File: config.mk
export PLATFORM = sky130hd
export DESIGN_NAME = scs_sequencer
export DESIGN_NICKNAME = d
export VERILOG_FILES = /design/src/scs_fifo.sv /design/src/scs_sequencer.sv
export SDC_FILE = /design/constraint.sdc
export NUM_CORES = 1
export LEC_CHECK = 0
export BUFFER_PORTS_ARGS = -buffer_cell sky130_fd_sc_hd__buf_4
export CAP_MARGIN = 40
export CELL_PAD_IN_SITES_DETAIL_PLACEMENT = 1
export CELL_PAD_IN_SITES_GLOBAL_PLACEMENT = 1
export CORE_ASPECT_RATIO = 0.6
export CORE_MARGIN = 2
export CORE_UTILIZATION = 32
export DETAILED_ROUTE_END_ITERATION = 10
export PLACE_DENSITY_LB_ADDON = 0.05
export SLEW_MARGIN = 40
export SYNTH_ARGS = -nofsm -noshare
export SYNTH_HDL_FRONTEND = slang
export SYNTH_SLANG_ARGS = --single-unit
File: constraint.sdc
create_clock -name clk_sys -period 2.45 [get_ports clk_sys]
set_input_delay 0.1225 -clock clk_sys [delete_from_list [all_inputs] [get_ports clk_sys]]
set_output_delay 0.1225 -clock clk_sys [all_outputs]
set_load 0.02 [all_outputs]
File: src/scs_fifo.sv
// package of shared constants and the result fifo of the comparator sequencer
package scs_pkg;
   localparam logic [3:0] SCS_MUX_LEN_2CH = 4'h2;
   localparam logic [3:0] SCS_MUX_LEN_4CH = 4'h3;
   localparam logic [3:0] SCS_THR_LAST = 4'h7;
   localparam logic [3:0] SCS_CNT_RST = 4'h0;
   localparam logic [2:0] SCS_MUX_RST = 3'h0;
   localparam logic [7:0] SCS_LVL_RST = 8'h00;
   localparam logic [2:0] SCS_IDX_COM = 3'h4;
   localparam logic [2:0] SCS_IDX_GND = 3'h5;
   localparam int SCS_FIFO_W = 1;
   localparam int SCS_FIFO_D = 32;

   typedef enum logic [2:0] {
      SCS_ST_IDLE = 3'b000,
      SCS_ST_HUNT = 3'b001,
      SCS_ST_MUX = 3'b010,
      SCS_ST_THR = 3'b011,
      SCS_ST_RUN = 3'b100
   } scs_state_e;

   // replaceable table: assignment word to {plus index, minus index}
   function automatic logic [5:0] scs_mux_decode(input logic [2:0] word, input logic four);
      logic [2:0] p;
      logic [2:0] n;
      p = 3'h0;
      n = SCS_IDX_GND;
      if (!four) begin
         p = {2'b00, word[0]};
         n = word[1] ? SCS_IDX_GND : {2'b00, ~word[0]};
      end else if (word[2]) begin
         p = {1'b0, word[0], word[1]};
         n = SCS_IDX_COM;
      end else begin
         // differential only across adjacent pairs
         p = {1'b0, word[1], word[0]};
         n = {1'b0, word[1], ~word[0]};
      end
      return {p, n};
   endfunction

   // decision: plus minus minus above the threshold code
   function automatic logic scs_decide(input logic [7:0] pos, input logic [7:0] neg, input logic [7:0] thr);
      logic signed [9:0] diff;
      diff = $signed({2'b00, pos}) - $signed({2'b00, neg});
      return diff > $signed({2'b00, thr});
   endfunction
endpackage

`timescale 1ns/10ps
`default_nettype none
module scs_fifo
   import scs_pkg::*;
#(
   parameter int W = 1,
   parameter int D = 32
) (
   input wire logic clk_sys, // system clock
   input wire logic rst_n, // synchronous reset
   input wire logic in_valid, // write request
   output logic in_ready, // space available
   input wire logic [W-1:0] in_data, // write data
   output logic out_valid, // data available
   input wire logic out_ready, // reader takes word
   output logic [W-1:0] out_data // oldest word
);
   localparam int AW = $clog2(D);

   typedef struct packed {
      logic [D-1:0][W-1:0] mem;
      logic [AW-1:0] wr;
      logic [AW-1:0] rd;
      logic [AW:0] cnt;
   } scs_fifo_s;

   scs_fifo_s q, d;
   logic push, pop;

   assign in_ready = q.cnt != (AW+1)'(D);
   assign out_valid = q.cnt != '0;
   assign out_data = q.mem[q.rd];
   assign push = in_valid && in_ready;
   assign pop = out_valid && out_ready;

   always_comb begin
      d = q;
      if (push) begin
         d.mem[q.wr] = in_data;
         d.wr = (q.wr == AW'(D-1)) ? '0 : AW'(q.wr + 1'b1);
      end
      if (pop) begin
         d.rd = (q.rd == AW'(D-1)) ? '0 : AW'(q.rd + 1'b1);
      end
      d.cnt = (AW+1)'(q.cnt + {AW'(0), push} - {AW'(0), pop});
      if (!rst_n) begin
         d.wr = '0;
         d.rd = '0;
         d.cnt = '0;
      end
   end

   always_ff @(posedge clk_sys) begin
      q <= d;
   end
endmodule
`default_nettype wire

File: src/scs_sequencer.sv
// serial sequencer of the multiplexed sampled-data comparator
// How it works
// RULE1 - host holds select low through programming and all comparisons
// RULE2 - serial clock may run freely; only its edges are used
// RULE3 - each rising serial edge before programming shifts the input level in
// RULE4 - leading zeros are skipped; first one is the start bit
// RULE5 - assignment word is 2 bits (two-channel) or 3 bits (four-channel)
// RULE6 - next eight bits are the threshold code, least significant first
// RULE7 - programming ends at last threshold bit; serial input then ignored
// RULE8 - output drives an undefined value for 1.5 cycles after programming
// RULE9 - each later falling edge presents the comparison result
// RULE10 - comparisons continue forever on same channel and threshold while selected
// RULE11 - plus sampled while clock high, minus while low, result next fall
// RULE12 - a late input change shows one decision later
// RULE13 - plus step shows in 1 to 2 cycles, minus in 0.5 to 1.5
// RULE14 - decision lags the inputs by 0.5 to 2 clock cycles
// RULE15 - select high clears everything; new selection needs full reprogramming; result buffer and res_overflow are kept
// RULE16 - assignment word picks channel, input mode and polarity before comparing
// RULE17 - differential mode pairs only adjacent channels
// RULE18 - four-channel single-ended mode uses the common input as minus
// RULE19 - threshold code spans zero to reference in 8 bits
// RULE20 - serial output is released whenever select is high
// RULE21 - serial output stays released until programming completes
// RULE22 - assignment decoding lives in a separate replaceable table
`timescale 1ns/10ps
`default_nettype none
module scs_sequencer
   import scs_pkg::*;
(
   input wire logic clk_sys, // 10 MHz system clock
   input wire logic rst_n, // synchronous reset, active low
   input wire logic cs_n, // select pin, active low
   input wire logic sclk, // serial clock pin
   input wire logic serial_in, // serial data pin
   input wire logic four_ch, // strap: four-channel variant
   input wire logic [3:0][7:0] ain_level, // sampled channel levels
   input wire logic [7:0] com_level, // common input level
   output logic serial_out, // serial result
   output logic serial_oe_n, // low while serial_out drives
   output logic [7:0] threshold_level, // threshold code to the divider
   output logic [2:0] chan_pos_sel, // plus input index
   output logic [2:0] chan_neg_sel, // minus input index
   output logic prog_done, // programming complete
   output logic res_valid, // buffered result available
   input wire logic res_ready, // buffered result taken
   output logic res_data, // buffered result
   output logic res_overflow // a result was lost to a full buffer
);
   typedef struct packed {
      logic [3:0] sync1;
      logic [3:0] sync2;
      logic sclk_last;
      scs_state_e state;
      logic [3:0] cnt;
      logic [2:0] mux;
      logic [7:0] thr;
      logic [2:0] pos_idx;
      logic [2:0] neg_idx;
      logic [7:0] pos;
      logic [7:0] neg;
      logic have_pos;
      logic have_neg;
      logic dout;
      logic oe_n;
      logic push;
      logic ovf;
   } scs_seq_s;

   scs_seq_s q, d;
   logic rise, fall, cs_hi, din, four;
   logic [3:0] mux_len;
   logic [5:0] sel;
   logic fifo_ready;
   logic [7:0] pos_now, neg_now;

   function automatic logic [7:0] level_pick(input logic [2:0] idx, input logic [3:0][7:0] ain,
                                            input logic [7:0] com);
      logic [7:0] v;
      v = SCS_LVL_RST;
      if (idx < SCS_IDX_COM) begin
         v = ain[idx[1:0]];
      end else if (idx == SCS_IDX_COM) begin
         v = com; // RULE18
      end
      return v;
   endfunction

   // only synchronised edges are used, so a free-running clock is harmless
   assign rise = q.sync2[1] && !q.sclk_last; // RULE2
   assign fall = !q.sync2[1] && q.sclk_last; // RULE2
   assign cs_hi = q.sync2[0];
   assign din = q.sync2[2];
   assign four = q.sync2[3];
   assign mux_len = four ? SCS_MUX_LEN_4CH : SCS_MUX_LEN_2CH; // RULE5
   assign sel = scs_mux_decode(q.mux, four); // RULE22 RULE16 RULE17
   assign pos_now = level_pick(q.pos_idx, ain_level, com_level); // RULE16
   assign neg_now = level_pick(q.neg_idx, ain_level, com_level); // RULE16

   always_comb begin
      d = q;
      d.sync1 = {four_ch, serial_in, sclk, cs_n};
      d.sync2 = q.sync1;
      d.sclk_last = q.sync2[1];
      d.push = 1'b0;
      if (q.push && !fifo_ready) begin
         d.ovf = 1'b1;
      end
      if (cs_hi) begin
         // RULE15 RULE20
         d.state = SCS_ST_IDLE;
         d.cnt = SCS_CNT_RST;
         d.mux = SCS_MUX_RST;
         d.thr = SCS_LVL_RST;
         d.pos_idx = SCS_MUX_RST;
         d.neg_idx = SCS_MUX_RST;
         d.pos = SCS_LVL_RST;
         d.neg = SCS_LVL_RST;
         d.have_pos = 1'b0;
         d.have_neg = 1'b0;
         d.dout = 1'b0;
         d.oe_n = 1'b1;
      end else begin
         unique case (q.state)
            SCS_ST_IDLE: begin
               d.state = SCS_ST_HUNT; // RULE1
            end
            SCS_ST_HUNT: begin
               if (rise && din) begin
                  d.state = SCS_ST_MUX; // RULE4
                  d.cnt = SCS_CNT_RST;
               end
            end
            SCS_ST_MUX: begin
               if (rise) begin
                  d.mux = {q.mux[1:0], din}; // RULE3
                  d.cnt = q.cnt + 4'h1;
                  if (q.cnt == mux_len - 4'h1) begin
                     d.state = SCS_ST_THR; // RULE5
                     d.cnt = SCS_CNT_RST;
                  end
               end
            end
            SCS_ST_THR: begin
               if (rise) begin
                  d.thr = {din, q.thr[7:1]}; // RULE6 RULE3
                  d.cnt = q.cnt + 4'h1;
                  if (q.cnt == SCS_THR_LAST) begin
                     // serial input is no longer looked at after this
                     d.state = SCS_ST_RUN; // RULE7
                     d.oe_n = 1'b0; // RULE8
                     d.dout = 1'b0;
                     d.pos_idx = sel[5:3]; // RULE16
                     d.neg_idx = sel[2:0];
                  end
               end
            end
            SCS_ST_RUN: begin
               // plus captured at end of high phase, minus at end of low phase
               if (fall) begin
                  d.pos = pos_now; // RULE11 RULE13
                  d.have_pos = 1'b1;
                  if (q.have_neg) begin
                     d.dout = scs_decide(q.pos, q.neg, q.thr); // RULE9 RULE19 RULE14
                     d.push = 1'b1; // RULE10
                  end
               end
               if (rise && q.have_pos) begin
                  // a change after this point misses the next decision and shows in the one after
                  d.neg = neg_now; // RULE12 RULE13
                  d.have_neg = 1'b1;
               end
            end
            default: begin
               d.state = SCS_ST_IDLE;
               d.oe_n = 1'b1;
            end
         endcase
      end
      if (!rst_n) begin
         d = '0;
         d.state = SCS_ST_IDLE;
         d.oe_n = 1'b1;
         d.sync1 = 4'h1;
         d.sync2 = 4'h1;
      end
   end

   always_ff @(posedge clk_sys) begin
      q <= d;
   end

   // results also go to an on-chip reader; a full buffer costs results, flagged
   scs_fifo #(
      .W(SCS_FIFO_W),
      .D(SCS_FIFO_D)
   ) u_fifo (
      .clk_sys(clk_sys),
      .rst_n(rst_n),
      .in_valid(q.push),
      .in_ready(fifo_ready),
      .in_data(q.dout),
      .out_valid(res_valid),
      .out_ready(res_ready),
      .out_data(res_data)
   );

   assign serial_out = q.dout;
   assign serial_oe_n = q.oe_n; // RULE21
   assign threshold_level = q.thr;
   assign chan_pos_sel = q.pos_idx;
   assign chan_neg_sel = q.neg_idx;
   assign prog_done = q.state == SCS_ST_RUN;
   assign res_overflow = q.ovf;

   chk_oe_select_high: assert property (@(posedge clk_sys) disable iff (!rst_n) // RULE20
      cs_hi |=> serial_oe_n)
      else $error("output driven after select went high");

   chk_oe_before_done: assert property (@(posedge clk_sys) disable iff (!rst_n) // RULE21
      (q.state != SCS_ST_RUN) |-> serial_oe_n)
      else $error("output driven before programming complete");

   chk_threshold_shift: assert property (@(posedge clk_sys) disable iff (!rst_n) // RULE6
      (!cs_hi && q.state == SCS_ST_THR && rise) |=> threshold_level[7] == $past(din))
      else $error("threshold bit not shifted in at msb end");

   chk_start_zero_skip: assert property (@(posedge clk_sys) disable iff (!rst_n) // RULE4
      (!cs_hi && q.state == SCS_ST_HUNT && rise && !din) |=> q.state == SCS_ST_HUNT)
      else $error("leading zero taken as start bit");

   chk_mux_word_len: assert property (@(posedge clk_sys) disable iff (!rst_n) // RULE5
      (!cs_hi && q.state == SCS_ST_MUX && rise) |=>
         (q.state == SCS_ST_THR) == ($past(q.cnt) == $past(mux_len) - 4'h1))
      else $error("assignment word length wrong");

   chk_prog_complete: assert property (@(posedge clk_sys) disable iff (!rst_n) // RULE7
      (!cs_hi && q.state == SCS_ST_THR && rise && q.cnt == SCS_THR_LAST) |=>
         prog_done && !serial_oe_n && serial_out == 1'b0)
      else $error("programming did not complete on last threshold bit");

   chk_decision_out: assert property (@(posedge clk_sys) disable iff (!rst_n) // RULE9
      (!cs_hi && q.state == SCS_ST_RUN && fall && q.have_neg) |=>
         serial_out == scs_decide($past(q.pos), $past(q.neg), $past(q.thr)))
      else $error("decision not presented on falling edge");

   chk_run_steady: assert property (@(posedge clk_sys) disable iff (!rst_n) // RULE10
      (q.state == SCS_ST_RUN && !cs_hi) |=> prog_done && $stable(threshold_level) && $stable(chan_pos_sel))
      else $error("programming changed while selected");

   chk_select_clears: assert property (@(posedge clk_sys) disable iff (!rst_n) // RULE15
      cs_hi |=> q.state == SCS_ST_IDLE && threshold_level == SCS_LVL_RST && q.mux == SCS_MUX_RST)
      else $error("select high did not clear state");

   chk_undefined_span: assert property (@(posedge clk_sys) disable iff (!rst_n) // RULE8
      $rose(prog_done) |-> !q.have_pos && !q.have_neg)
      else $error("valid result too early after programming");

   chk_mux_shift_in: assert property (@(posedge clk_sys) disable iff (!rst_n) // RULE3
      (!cs_hi && q.state == SCS_ST_MUX && rise) |=>
         q.mux[0] == $past(din))
      else $error("assignment bit not shifted in");

   chk_start_taken: assert property (@(posedge clk_sys) disable iff (!rst_n) // RULE4
      (!cs_hi && q.state == SCS_ST_HUNT && rise && din) |=>
         q.state == SCS_ST_MUX && q.cnt == SCS_CNT_RST)
      else $error("start bit not taken");

   chk_input_ignored: assert property (@(posedge clk_sys) disable iff (!rst_n) // RULE7
      (!cs_hi && q.state == SCS_ST_RUN && rise) |=>
         $stable(q.mux) && $stable(threshold_level))
      else $error("serial input used after programming");

   chk_driven_in_run: assert property (@(posedge clk_sys) disable iff (!rst_n) // RULE8
      (!cs_hi && q.state == SCS_ST_RUN) |=>
         !serial_oe_n)
      else $error("output released while selected and programmed");

   chk_undefined_low: assert property (@(posedge clk_sys) disable iff (!rst_n) // RULE8
      (q.state == SCS_ST_RUN && !q.have_neg) |->
         serial_out == 1'b0)
      else $error("result shown before both inputs sampled");

   chk_result_push: assert property (@(posedge clk_sys) disable iff (!rst_n) // RULE10
      (!cs_hi && q.state == SCS_ST_RUN && fall && q.have_neg) |=>
         q.push)
      else $error("decision not handed to the buffer");

   chk_push_single: assert property (@(posedge clk_sys) disable iff (!rst_n) // RULE10
      q.push |=>
         !q.push)
      else $error("one decision pushed twice");

   chk_plus_sample: assert property (@(posedge clk_sys) disable iff (!rst_n) // RULE11
      (!cs_hi && q.state == SCS_ST_RUN && fall) |=>
         q.pos == $past(pos_now) && q.have_pos)
      else $error("plus input not sampled at end of high phase");

   chk_minus_sample: assert property (@(posedge clk_sys) disable iff (!rst_n) // RULE11
      (!cs_hi && q.state == SCS_ST_RUN && rise && q.have_pos) |=>
         q.neg == $past(neg_now) && q.have_neg)
      else $error("minus input not sampled at end of low phase");

   chk_minus_waits: assert property (@(posedge clk_sys) disable iff (!rst_n) // RULE12
      (!cs_hi && q.state == SCS_ST_RUN && rise && !q.have_pos) |=>
         !q.have_neg)
      else $error("minus sampled before plus");

   chk_plus_held: assert property (@(posedge clk_sys) disable iff (!rst_n) // RULE13
      (!cs_hi && q.state == SCS_ST_RUN && !fall) |=>
         $stable(q.pos))
      else $error("plus sample changed between falls");

   chk_minus_held: assert property (@(posedge clk_sys) disable iff (!rst_n) // RULE14
      (!cs_hi && q.state == SCS_ST_RUN && !rise) |=>
         $stable(q.neg))
      else $error("minus sample changed between rises");

   chk_select_applied: assert property (@(posedge clk_sys) disable iff (!rst_n) // RULE16
      $rose(prog_done) |->
         {chan_pos_sel, chan_neg_sel} == sel)
      else $error("assignment word not applied at programming end");

   chk_diff_adjacent: assert property (@(posedge clk_sys) disable iff (!rst_n) // RULE17
      (prog_done && chan_neg_sel < SCS_IDX_COM) |->
         chan_pos_sel[2:1] == chan_neg_sel[2:1] && chan_pos_sel[0] != chan_neg_sel[0])
      else $error("differential pair not adjacent");

   chk_common_minus: assert property (@(posedge clk_sys) disable iff (!rst_n) // RULE18
      (prog_done && four && chan_neg_sel >= SCS_IDX_COM) |->
         chan_neg_sel == SCS_IDX_COM)
      else $error("single-ended minus is not the common input");

   chk_thr_count: assert property (@(posedge clk_sys) disable iff (!rst_n) // RULE6
      (q.state == SCS_ST_THR) |->
         q.cnt <= SCS_THR_LAST)
      else $error("threshold bit count overran");

   chk_edge_pulse: assert property (@(posedge clk_sys) disable iff (!rst_n) // RULE2
      rise |=>
         !rise)
      else $error("one serial rise seen twice");

   chk_overflow_sticky: assert property (@(posedge clk_sys) disable iff (!rst_n) // RULE10
      res_overflow |=>
         res_overflow)
      else $error("overflow flag dropped");

   chk_overflow_set: assert property (@(posedge clk_sys) disable iff (!rst_n) // RULE10
      (q.push && !fifo_ready) |=>
         res_overflow)
      else $error("lost result not flagged");
endmodule
`default_nettype wire

==> metrics.md <==
| Metric | Value |
|---|---|
| Status | complete, but fails checks |
| Violated checks | setup timing |
| Critical-path cell list | inv_2 -> ha_4 -> fa_2 -> nor2b_1 -> o21ai_1 -> o211ai_1 -> xor2_1 -> ha_1 -> a22o_1 -> nor4_2 -> o221ai_2 -> o2111ai_2 -> o41ai_2 |
| Gp weighted congestion | 0.776 |
| First-pass GRT wire length | 24900 um |
| DP Worst Slack | -0.225 ns |
| H-tree Lvls | 3 |
| WL/cell | 17.4 um |
| Slew Viols, Final | 0 |
| Synth area leader | dfxtp_1 |
| Initial core utilization | 33.1% |
| EDFF count, synth | 32 |
| Share of cells above drive strength 1 | 28.5% |
| CTS sink cnt | 102 |
| Worst skew pair latency | 0.35 ns |
| Post-synthesis register bit count | 102 |
| CP max stage cell | fa_2 |
| DIE AREA | 19200 um^2 |
| Synth Flop Type | dfxtp_1 |
| Data required, critical path | 2.68 ns |
| GRT Residual Overflow | 0 |
| Fmax achieved | 0.389 GHz |
| Clk pin slew, worst setup/hold paths | 0.07 ns |
| Drt pass-1 iters | 4 |
| Via density per instance | 4.94 |
| Post-Route WL | 15300 um |
| Post-Syn Instances | 569 |
| CTS Buf Count | 9 |
| CP max FO | 2 |
| CTS tree | built |
| Commonest non-fill, non-tap cell in the layout | buf_4 |
| Root buffer cell | clkbuf_16 |
| Element type at the critical path end | register |
| Area Growth Syn to Fin | 20.8% |
| Die X | 177 um |
| Crit share post-route | 105% |
| Placement row count | 37 |
| Setup Viol. Count Final | 1 |
| Synth Warn # | 0 |
| Final setup margin | -0.120 ns |
| Post-synth ARST share | 0% |
| P per Cell Area | 598 nW/um^2 |
| Synth area leaders | dfxtp_1 24%, edfxtp_1 17%, mux4_2 8.2% |
| Post-synth net total | 651 |
| Fillers | 1978 |
| Final Hold Violating Endpoints | 0 |
| Vias | 4350 |
| Syn_area_per_cell | 10.1 um^2 |
| Io pins | 67 |
| Die H | 108 um |
| Minimum clock period | 2.57 ns |
| Total leakage power | 2.73 nW |
| Port bufs | 65 |
| Seq/Total Area, Yosys | 40.9% |
| Worst-case clock buffer depth | 2 |
| Rel. slew slack | 52.2% |
| HP Class | primary input to register |
| Placed Area | 6520 um^2 |
| Netlist Area Pre-Place | 5770 um^2 |
| Peak supply drop | 0.399 mV |
| Final Net Count | 723 |
| Hold_ws | 0.109 ns |
| Core area | 17400 um^2 |
| Post-Route Utilization | 40.1% |
| Finished Cell Area | 6970 um^2 |
| Most frequent cells in the layout | 98 x buf_4, 64 x dfxtp_1, 61 x nor2_1 |
| Post-route ant nets | 0 |
| Critical path's largest stage delay | 0.34 ns |
| WS Path Type | register to register |
| CP arrival | 2.80 ns |
| Worst Skew | 0.00948 ns |
| Total GRT Usage | 16.7% |
| Worst-margin pin slew | 0.717 ns |
| Largest net degree at the start of global routing | 35 |
| RSZ-0062 raised after global routing | true |
| Vias in the first global route | 4545 |
| Yosys cell types | 75 |
| Residual DRC count | 0 |
| Max-cap violations | 0 |
| Final HPWL DP | 11800 um |
| Synth top area share | 24.3% |
| Initial antenna violation count | 0 |
| Worst Setup Start Kind | register |
| Drt initial violations | 217 |
| # diodes | 0 |
layout make-up:
| type | instances | area, um^2 | share of cell area (%) |
|---|---|---|---|
| Multi-Input combinational cell | 386 | 3100 | 44.5 |
| Inverter | 39 | 148 | 2.12 |
| Clock inverter | 6 | 37.5 | 0.538 |
| Clock buffer | 10 | 229 | 3.28 |
| Tap cell | 234 | 293 | 4.20 |
| Timing Repair Buffer | 103 | 796 | 11.4 |
| Sequential cell | 102 | 2370 | 34.0 |
kinds of logic after synthesis:
family | after synthesis | synth area share, %
xor gates and xnor gates | 9 | 1.37
AOI/OAI and AO/OA | 93 | 11.3
and+or+nand+nor | 205 | 18.5
DFF | 102 | 40.9
muxes | 43 | 12.6
buffers and inverters | 81 | 7.35
other | 1 | 0.0650
adders and majority gates | 35 | 7.85
layer usage:
| metal | share of wire, % | global-route usage, % | up-vias | routed length, um |
|---|---|---|---|---|
| met4 | 0.33 | 3.34 | 0 | 50 |
| met1 | 55 | 27.0 | 2132 | 8460 |
| li1 | - | - | 2152 | - |
| met2 | 41 | 22.5 | 62 | 6210 |
| met3 | 3.8 | 3.23 | 4 | 581 |
| met5 | 0 | 0 | - | 0 |
critical path, delay by kind of cell, from the launching register on:
family | cells | cell delay, ns
xor+xnor | 1 | 0.18
buf+inv | 1 | 0.04
simple gates | 2 | 0.27
fa+ha+maj | 3 | 0.75
compound gates | 6 | 0.88
flops | 1 | 0.33
what timing repair did:
action / in CTS / in global routing
setup endpoints to repair: 4 / 4
hold buffers: 4 / 0
endpoints found under the hold margin: 4 / 0
buffers inserted: 1 / 5
pin swaps: 2 / 11
resized for setup: 15 / 13
power breakdown:
group | leakage [nW] | total, mW | internal, mW | switching (mW)
clock | 0.124 | 1.35 | 0.687 | 0.662
combinational | 1.67 | 0.969 | 0.546 | 0.422
sequential | 0.938 | 1.85 | 1.79 | 0.0610
sequential cells by signal (all words and copies together) (netlist names):
register,flops
u_fifo.q,48
q,35
threshold_level,8
chan_neg_sel,3
chan_pos_sel,2
cs_hi,1
din,1
four,1
res_overflow,1
serial_oe_n,1
serial_out,1
cells in the mapped netlist, drive strengths merged (8+ instances only):
cell type and number:
edfxtp 32, clkbuf 11, o21ai 12, a21oi 28, mux2i 18, mux4 23, ha 33, nor2b 10
dfxtp 70, nand2 51, inv 38, and2 11, nand2b 11, nand3 11, nor2 64, a22oi 8
buf 31
worst paths after layout:
check | startpoint | to | cells after the start | slack (ns)
min | rst_n | q[51] | 2 | 0.11
max reg2reg | q[14] | serial_out | 13 | -0.12
min reg2reg | q[53] | din | 1 | 0.44
max | q[14] | serial_out | 13 | -0.12
metrics by stage:
step                      TNS (ns)  std cells  total power [mW]
after detailed placement    -0.375        854              2.70
after CTS                   -0.223        875              4.15
after floorplan            -0.0401        569              2.41
after global placement      -0.193        854              2.66
final                       -0.120        880              4.17
after global routing        -0.274        880              4.41
Power figures use the tool's default switching activity.
